===== src/hdl/led_flash_regs.svh =====
// Register offsets, field positions, reset values and timing counts
`ifndef LED_FLASH_REGS_SVH
`define LED_FLASH_REGS_SVH
// ****************************************
// Byte offsets
// ****************************************
`define OFS_PIN_SEL 8'h00
`define OFS_SEQ_EN 8'h04
`define OFS_RAMP 8'h08
`define OFS_CH_A 8'h0C
`define OFS_CH_B 8'h10
`define OFS_CH_C 8'h14
`define OFS_SLOT 8'h18
`define OFS_STATUS 8'h1C
// ****************************************
// Field positions
// ****************************************
`define SEQ_FLASH_LSB 4
`define RAMP_DOWN_LSB 8
`define CH_DUTY_LSB 4
`define CH_RAMP_BIT 9
`define CH_ON_LSB 16
// ****************************************
// Reset values and codes
// ****************************************
`define CH_RESET 32'h0000_0004
`define SLOT_RESET 8'h20
`define DUTY_FULL 5'h1F
// ****************************************
// Timing
// ****************************************
`define RAMP_STEP_MS 8
`define CLK_MHZ 125
`define STEP_CYCLES (`RAMP_STEP_MS * 1000 * `CLK_MHZ)
`endif


===== src/hdl/led_flash_pkg.sv =====
// Types shared by the LED flash sequencer
package led_flash_pkg;
    // Sequencer phase within a slot
    typedef enum logic [2:0] {
        PH_IDLE = 3'b000,
        PH_UP = 3'b001,
        PH_ON = 3'b010,
        PH_DOWN = 3'b011,
        PH_GAP = 3'b100
    } phase_t;
    // Channel settings
    typedef struct packed {
        logic [7:0] on_dur;
        logic ramp_sel;
        logic [4:0] duty;
        logic [3:0] code;
    } chan_cfg_t;
    // Sink drive towards one pin
    typedef struct packed {
        logic led_mode;
        logic sink_on;
        logic [3:0] level;
    } sink_t;
endpackage


===== src/hdl/led_flash_sequencer.sv =====
// Three-channel LED current-sink controller with flash sequencer
`timescale 1ns/1ps
`include "led_flash_regs.svh"
// Behaviour
// Select bit hands pin to LED sink
// Sink current is PWM by 5-bit duty
// Duty all ones conducts continuously
// Software configures all three pins alike
// Four-bit code sets 2 to 20 mA
// Sink conducts only while enable set
// Flash enable starts channel's own sequencer
// Cycle of slots T1-T4, TP with ramps
// Ramp step code 0-31 times 8 ms
// Ramp slopes shared, rest per channel; slot length here is one register shared by all channels
// Ramp select: jump or step to level
// Ramps plus on-time shorter than slot
// Cycle repeats while flash enable stays
module led_flash_sequencer #(
    parameter int STEP_CYC = `STEP_CYCLES, // Cycles per 8 ms step
    parameter int NCH = 3 // Channel count
) (
    input wire logic clk_i,
    input wire logic rst_i,
    input wire logic [7:0] address_i,
    input wire logic read_i,
    input wire logic write_i,
    input wire logic [31:0] writedata_i,
    output logic [31:0] readdata_o,
    output logic waitrequest_o,
    output led_flash_pkg::sink_t [NCH-1:0] sink_o,
    output logic [NCH-1:0] pwm_o
);
    // ****************************************
    // Bus slave
    // ****************************************
    logic ack_r, ack_nxt; // High in the completing cycle
    logic [31:0] rdata_r, rdata_nxt; // Read data
    logic [NCH-1:0] sel_r, sel_nxt; // LED mode per pin
    logic [NCH-1:0] sink_en_r, sink_en_nxt; // Sink enables
    logic [NCH-1:0] flash_r, flash_nxt; // Flash enables
    logic [4:0] rup_r, rup_nxt; // Shared ramp-up code
    logic [4:0] rdn_r, rdn_nxt; // Shared ramp-down code
    logic [7:0] slot_r, slot_nxt; // Slot length in steps
    led_flash_pkg::chan_cfg_t [NCH-1:0] cfg_r, cfg_nxt; // Per channel
    led_flash_pkg::phase_t [NCH-1:0] ph_r, ph_nxt; // Phases
    logic [NCH-1:0][2:0] slot_idx_r, slot_idx_nxt; // Slot 0..4
    logic [NCH-1:0][3:0] lvl_r, lvl_nxt; // Current level
    logic [NCH-1:0][7:0] t_r, t_nxt; // Steps inside slot
    logic [NCH-1:0][7:0] on_r, on_nxt; // Steps in on phase
    logic [NCH-1:0][4:0] rs_r, rs_nxt; // Steps toward next ramp move
    logic [31:0] pre_r, pre_nxt; // Step prescaler
    logic [4:0] pwm_cnt_r, pwm_cnt_nxt; // PWM phase 0..30
    logic tick; // One-cycle step pulse
    logic acc; // Access completes now
    logic [31:0] rd_val; // Decoded read value

    // Channel config to register image
    function automatic logic [31:0] cfg_word(input led_flash_pkg::chan_cfg_t c);
        cfg_word = {8'h00, c.on_dur, 6'h00, c.ramp_sel, c.duty, c.code};
    endfunction

    // Register image to channel config
    function automatic led_flash_pkg::chan_cfg_t word_cfg(input logic [31:0] w);
        word_cfg.on_dur = w[`CH_ON_LSB +: 8];
        word_cfg.ramp_sel = w[`CH_RAMP_BIT];
        word_cfg.duty = w[`CH_DUTY_LSB +: 5];
        word_cfg.code = w[3:0];
    endfunction

    // One wait state on every access
    assign waitrequest_o = (read_i | write_i) & ~ack_r;
    assign acc = (read_i | write_i) & ack_r;
    assign readdata_o = rdata_r;

    // Read decode; unmapped words read zero
    always_comb
    begin
        rd_val = 32'h0000_0000;
        case (address_i)
            `OFS_PIN_SEL: rd_val = {29'h0, sel_r};
            `OFS_SEQ_EN: rd_val = {25'h0, flash_r, 1'b0, sink_en_r};
            `OFS_RAMP: rd_val = {19'h0, rdn_r, 3'h0, rup_r};
            `OFS_CH_A: rd_val = cfg_word(cfg_r[0]);
            `OFS_CH_B: rd_val = cfg_word(cfg_r[1]);
            `OFS_CH_C: rd_val = cfg_word(cfg_r[2]);
            `OFS_SLOT: rd_val = {24'h0, slot_r};
            // Live state: phase, slot and level per channel
            `OFS_STATUS: rd_val = {2'h0, ph_r[2], slot_idx_r[2], lvl_r[2],
                ph_r[1], slot_idx_r[1], lvl_r[1], ph_r[0], slot_idx_r[0], lvl_r[0]};
            default: rd_val = 32'h0000_0000;
        endcase
    end

    // Register writes and bus handshake
    always_comb
    begin
        ack_nxt = (read_i | write_i) & ~ack_r;
        rdata_nxt = (read_i && !ack_r) ? rd_val : rdata_r; // Load once, then hold
        sel_nxt = sel_r;
        sink_en_nxt = sink_en_r;
        flash_nxt = flash_r;
        rup_nxt = rup_r;
        rdn_nxt = rdn_r;
        slot_nxt = slot_r;
        cfg_nxt = cfg_r;
        if (write_i && ack_r)
        begin
            case (address_i)
                `OFS_PIN_SEL: sel_nxt = writedata_i[2:0];
                `OFS_SEQ_EN:
                begin
                    sink_en_nxt = writedata_i[2:0];
                    flash_nxt = writedata_i[`SEQ_FLASH_LSB +: 3];
                end
                `OFS_RAMP:
                begin
                    rup_nxt = writedata_i[4:0];
                    rdn_nxt = writedata_i[`RAMP_DOWN_LSB +: 5];
                end
                `OFS_CH_A: cfg_nxt[0] = word_cfg(writedata_i);
                `OFS_CH_B: cfg_nxt[1] = word_cfg(writedata_i);
                `OFS_CH_C: cfg_nxt[2] = word_cfg(writedata_i);
                `OFS_SLOT: slot_nxt = writedata_i[7:0];
                default: ;
            endcase
        end
    end

    always_ff @(posedge clk_i)
    begin
        if (rst_i)
        begin
            ack_r <= 1'b0;
            rdata_r <= 32'h0000_0000;
            sel_r <= 3'h0;
            sink_en_r <= 3'h0;
            flash_r <= 3'h0;
            rup_r <= 5'h00;
            rdn_r <= 5'h00;
            slot_r <= `SLOT_RESET;
            cfg_r <= {NCH{word_cfg(`CH_RESET)}};
        end
        else
        begin
            ack_r <= ack_nxt;
            rdata_r <= rdata_nxt;
            sel_r <= sel_nxt;
            sink_en_r <= sink_en_nxt;
            flash_r <= flash_nxt;
            rup_r <= rup_nxt;
            rdn_r <= rdn_nxt;
            slot_r <= slot_nxt;
            cfg_r <= cfg_nxt;
        end
    end

    // ****************************************
    // Step timebase and PWM
    // ****************************************
    assign tick = (pre_r == 32'(STEP_CYC - 1));

    // Prescaler and PWM phase counter
    always_comb
    begin
        pre_nxt = tick ? 32'h0 : pre_r + 32'h1;
        pwm_cnt_nxt = (pwm_cnt_r == 5'h1E) ? 5'h00 : pwm_cnt_r + 5'h01;
    end

    always_ff @(posedge clk_i)
    begin
        if (rst_i)
        begin
            pre_r <= 32'h0;
            pwm_cnt_r <= 5'h00;
        end
        else
        begin
            pre_r <= pre_nxt;
            pwm_cnt_r <= pwm_cnt_nxt;
        end
    end

    // ****************************************
    // Flash sequencer per channel
    // ****************************************
    always_comb
    begin
        ph_nxt = ph_r;
        slot_idx_nxt = slot_idx_r;
        lvl_nxt = lvl_r;
        t_nxt = t_r;
        on_nxt = on_r;
        rs_nxt = rs_r;
        for (int i = 0; i < NCH; i++)
        begin
            if (!flash_r[i])
            begin
                // Steady mode: sequencer stops and level returns to the code
                ph_nxt[i] = led_flash_pkg::PH_IDLE;
                slot_idx_nxt[i] = 3'h0;
                t_nxt[i] = 8'h00;
                on_nxt[i] = 8'h00;
                rs_nxt[i] = 5'h00;
                lvl_nxt[i] = cfg_r[i].code;
            end
            else if (tick)
            begin
                t_nxt[i] = t_r[i] + 8'h01;
                case (ph_r[i])
                    // Start of cycle from T1
                    led_flash_pkg::PH_IDLE:
                    begin
                        ph_nxt[i] = led_flash_pkg::PH_UP;
                        slot_idx_nxt[i] = 3'h0;
                        t_nxt[i] = 8'h00;
                        rs_nxt[i] = 5'h00;
                        lvl_nxt[i] = 4'h0;
                    end
                    // Ramp or jump up to level
                    led_flash_pkg::PH_UP:
                    begin
                        if (!cfg_r[i].ramp_sel || rup_r == 5'h00 || lvl_r[i] >= cfg_r[i].code)
                        begin
                            lvl_nxt[i] = cfg_r[i].code;
                            ph_nxt[i] = led_flash_pkg::PH_ON;
                            on_nxt[i] = 8'h00;
                        end
                        else if (rs_r[i] + 5'h01 >= rup_r)
                        begin
                            lvl_nxt[i] = lvl_r[i] + 4'h1;
                            rs_nxt[i] = 5'h00;
                        end
                        else
                            rs_nxt[i] = rs_r[i] + 5'h01;
                    end
                    // Hold on-time at level
                    led_flash_pkg::PH_ON:
                    begin
                        on_nxt[i] = on_r[i] + 8'h01;
                        if (on_r[i] + 8'h01 >= cfg_r[i].on_dur)
                        begin
                            ph_nxt[i] = led_flash_pkg::PH_DOWN;
                            rs_nxt[i] = 5'h00;
                        end
                    end
                    // Ramp or jump down to off
                    led_flash_pkg::PH_DOWN:
                    begin
                        if (!cfg_r[i].ramp_sel || rdn_r == 5'h00 || lvl_r[i] == 4'h0)
                        begin
                            lvl_nxt[i] = 4'h0;
                            ph_nxt[i] = led_flash_pkg::PH_GAP;
                        end
                        else if (rs_r[i] + 5'h01 >= rdn_r)
                        begin
                            lvl_nxt[i] = lvl_r[i] - 4'h1;
                            rs_nxt[i] = 5'h00;
                        end
                        else
                            rs_nxt[i] = rs_r[i] + 5'h01;
                    end
                    // Off until slot ends, then next slot
                    led_flash_pkg::PH_GAP:
                    begin
                        if (t_r[i] + 8'h01 >= slot_r)
                        begin
                            t_nxt[i] = 8'h00;
                            rs_nxt[i] = 5'h00;
                            ph_nxt[i] = led_flash_pkg::PH_UP;
                            slot_idx_nxt[i] = (slot_idx_r[i] == 3'h4) ? 3'h0
                                : slot_idx_r[i] + 3'h1;
                        end
                    end
                    default: ph_nxt[i] = led_flash_pkg::PH_IDLE;
                endcase
            end
        end
    end

    always_ff @(posedge clk_i)
    begin
        if (rst_i)
        begin
            ph_r <= {NCH{led_flash_pkg::PH_IDLE}};
            slot_idx_r <= '0;
            lvl_r <= '0;
            t_r <= '0;
            on_r <= '0;
            rs_r <= '0;
        end
        else
        begin
            ph_r <= ph_nxt;
            slot_idx_r <= slot_idx_nxt;
            lvl_r <= lvl_nxt;
            t_r <= t_nxt;
            on_r <= on_nxt;
            rs_r <= rs_nxt;
        end
    end

    // ****************************************
    // Sink outputs
    // ****************************************
    led_flash_pkg::sink_t [NCH-1:0] sink_r, sink_nxt; // Drive image
    logic [NCH-1:0] pwm_r, pwm_nxt; // Gated PWM state

    // Pin mode, enable and PWM gating
    always_comb
    begin
        for (int i = 0; i < NCH; i++)
        begin
            sink_nxt[i].led_mode = sel_r[i];
            sink_nxt[i].level = lvl_r[i];
            sink_nxt[i].sink_on = sel_r[i] & sink_en_r[i] & (lvl_r[i] != 4'h0);
            pwm_nxt[i] = sink_nxt[i].sink_on & ((cfg_r[i].duty == `DUTY_FULL)
                | (pwm_cnt_r < cfg_r[i].duty));
        end
    end

    always_ff @(posedge clk_i)
    begin
        if (rst_i)
        begin
            sink_r <= '0;
            pwm_r <= '0;
        end
        else
        begin
            sink_r <= sink_nxt;
            pwm_r <= pwm_nxt;
        end
    end

    assign sink_o = sink_r;
    assign pwm_o = pwm_r;
endmodule // led_flash_sequencer


===== config.mk =====
export PLATFORM = sky130hd
export DESIGN_NAME = led_flash_sequencer
export DESIGN_NICKNAME = d
export VERILOG_FILES = /design/src/hdl/led_flash_pkg.sv /design/src/hdl/led_flash_sequencer.sv
export VERILOG_INCLUDE_DIRS = /design/src /design/src/hdl
export SDC_FILE = /design/constraint.sdc
export NUM_CORES = 1
export LEC_CHECK = 0
export ABC_AREA = 1
export BUFFER_PORTS_ARGS = -buffer_cell sky130_fd_sc_hd__buf_2
export CAP_MARGIN = 5
export CORE_UTILIZATION = 50
export CTS_BUF_LIST = sky130_fd_sc_hd__clkbuf_2 sky130_fd_sc_hd__clkbuf_4 sky130_fd_sc_hd__clkbuf_8
export DETAILED_ROUTE_END_ITERATION = 12
export PLACE_DENSITY_LB_ADDON = 0.1
export SLEW_MARGIN = 15
export SYNTH_ARGS = -nofsm -noshare
export SYNTH_HDL_FRONTEND = slang
export SYNTH_SLANG_ARGS = --single-unit

===== constraint.sdc =====
create_clock -name clk_i -period 4.07 [get_ports clk_i]
set_input_delay 1.221 -clock clk_i [delete_from_list [all_inputs] [get_ports clk_i]]
set_output_delay 1.221 -clock clk_i [all_outputs]
set_load 0.01 [all_outputs]

==> flow_summary_export.csv <==
group,metric,value,unit
run_status,status,"finished, final reports clean",
synth,synth_ff_type,"dfxtp_1",
timing,period_share,0.708,
clock_network,max-clock-path-buffers,3,
power,power,5.71,mW
clock_network,clk_pin_slew,60,ps
clock_network,numCtsBuffers,47,
worst_setup_path,arrival,3310,ps
clock_network,holdBufCountCts,0,
clock_network,tritoncts,"yes",
synth,yosys_warnings,0,
timing,final_hold_viol_count,0,
placed_design,gp_congestion,0.930,
global_route,grt_pass1_vias,13800,
synth,yosysTopAreaCellShare,0.339,
synth,syn-instance-count,2263,
worst_hold_path,hold_class,"reg2reg",
placed_design,dp_cells,2700,
power,p_per_area,328,nW/um^2
die,coreArea,30600,sq um
global_route,grtUsageTotal,0.296,
die,ios,98,
worst_setup_path,cp-start-kind,"register",
clock_network,cts_resized,0,
detailed_routing,drt_wl_total,46200,microns
finish,area_growth,12.2,%
power,peakVddDrop,0.244,mV
run,maxCapViolCount,0,
die,die_w,178,microns
placed_design,hpwlAfterDp,34200,microns
worst_setup_path,setup.worst_path.end_class,"register",
finish,nNetsFinal,2523,
timing,clock.fmax,347,MHz
finish,layout-drive-gt1-share,0.100,
global_route,antenna_found_initial,0,
synth,synth.most_common_cell,"nand2_1",
placed_design,port_buffers,84,
global_route,grt_max_degree,40,
placed_design,placed_area,16300,sq um
synth,synth_area_per_cell,6.85,sq um
timing,min_period,2880,ps
clock_network,ctsHtreeMaxLevel,2,
synth,synth_area_leaders,"dfxtp_1 (34%), nand2_1 (12%), ha_1 (10%)",
timing,drv_slew,0,
die,start_util,0.507,
global_route,grt_pass1_wl,73400,microns
die,dieHeight,178,microns
synth,synth-seq-cells,263,
timing,rsz0062_at_grt,"false",
synth,synthDistinctLibCells,49,
power,p_leak,7.58,nW
synth,netlist_area,15500,sq um
detailed_routing,wl_per_cell,16.6,microns
timing,setup_viol,0,
clock_network,cts_root_buffer,"clkbuf_8",
timing,clock_skew,29.2,ps
die,dieArea,31700,sq um
clock_network,cts_sinks,263,
finish,diodes,0,
synth,ys_top_cells_by_count,"nand2_1 (495), inv_1 (282), nor2_1 (278)",
detailed_routing,via_count,15000,
timing,finalSetupTns,0,ps
worst_setup_path,crit_type,"reg2reg",
finish,design_area,17400,sq um
synth,synthArstFlopShare,0,
timing,max-slew-margin-rel,0.279,
detailed_routing,drt_first_iter_violations,1104,
detailed_routing,via_per_inst,5.39,
detailed_routing,drt_pass1_iterations,8,
clock_network,post-cts-setup-buffer-count,0,
synth,synth-seq-area-share,0.339,
finish,fin_cells,2786,
worst_setup_path,worstPathRequired,4500,ps
die,num_rows,64,
worst_setup_path,r2r_slack,1190,ps
synth,synth_area_leader_cell,"dfxtp_1",
global_route,overflow,0,
timing,worst-slew-pin-transition,1080,ps
clock_network,clk_latency,590,ps
worst_setup_path,worst-path-max-fanout,9,
detailed_routing,route.detailed.drc,0,
synth,synth-edff-count,0,
detailed_routing,ant_nets,0,
## where the power goes
| group | leakage (nW) | total [mW] | switching [mW] | internal, mW |
|---|---|---|---|---|
| clock | 0.590 | 2.92 | 1.19 | 1.73 |
| sequential | 2.12 | 2.61 | 0.0157 | 2.59 |
| combinational | 4.86 | 0.188 | 0.129 | 0.0581 |
| total | 7.58 | 5.71 | 1.34 | 4.37 |
## per-layer routing
layer  GRT usage  vias up  routed length, microns
li1            -     7584                       -
met1       0.390     6868                   21100
met2       0.493      461                   21000
met3      0.0330       95                    2580
met4       0.113        0                    1560
met5           0        -                       0
## logic make-up (layout without fill, tap and decap cells)
family	after synthesis	count (layout)	share of synthesized area
and+or+nand+nor	1040	1040	0.290
AOI/OAI and AO/OA	408	408	0.142
buffers and inverters	357	483	0.0889
DFF	263	263	0.339
adders and majority gates	126	126	0.102
xor gates and xnor gates	68	68	0.0384
other	1	2	0.000242
## critical path, stage by stage, from the launching register on
cell      delay [ps]
dfxtp_1          380
nand2_1           70
nor2_1           160
nand3_1          150
nand3b_1         210
xnor2_1          220
ha_1             280
nand2_1           60
inv_1             30
nor2_1            80
o21a_1           150
nand3_1          110
o21ai_1          540
inv_1            130
nand3_1          100
a21oi_1           70
## sequential cells by signal (all words and copies together), names as in the netlist
register	count
cfg_r	54
pre_r	32
readdata_o	30
on_r	24
t_r	24
sink_o	18
rs_r	15
lvl_r	12
ph_r	9
slot_idx_r	9
slot_r	8
pwm_cnt_r	5
rdn_r	5
rup_r	5
flash_r	3
pwm_o	3
sel_r	3
sink_en_r	3
ack_r	1
## through the flow
step / util / worst slack [ps] / hold slack (ps)
final: 0.569 / 1190 / 461
after global routing: 0.569 / 795 / 476
after CTS: 0.569 / 1180 / 461
after detailed placement: 0.532 / 750 / 439
after global placement: 0.532 / 830 / 431
after floorplan: - / 1430 / 418
## layout by cell type, fill, tap and decap left out, types with 12 or more instances in the layout
cell type,count
nand2_1,495
inv_1,282
nor2_1,277
dfxtp_1,263
a21oi_1,203
o21ai_0,132
ha_1,126
nand3_1,117
buf_2,84
clkbuf_8,64
nand4_1,55
xor2_1,45
nor3_1,29
o22ai_1,24
xnor2_1,23
nor2_2,14
inv_2,12
## path summary, 6_finish.rpt
kind | start | endpoint | depth (start not counted)
hold / removal | readdata_o[19] | readdata_o[19] | 2
setup reg to reg | t_r[18] | slot_idx_r[7] | 15
hold reg to reg | readdata_o[19] | readdata_o[19] | 2
setup / recovery | t_r[18] | slot_idx_r[7] | 15
## layout make-up
cell class | instances | area, sq um
multi-input combinational | 1644 | 8880
sequential | 263 | 5270
timing repair buffer | 93 | 500
fill | 3014 | 13200
clock buffer | 71 | 933
clock inverter | 15 | 184
inverter | 304 | 1140
tap | 396 | 495
(Power assumes the default switching activity.)
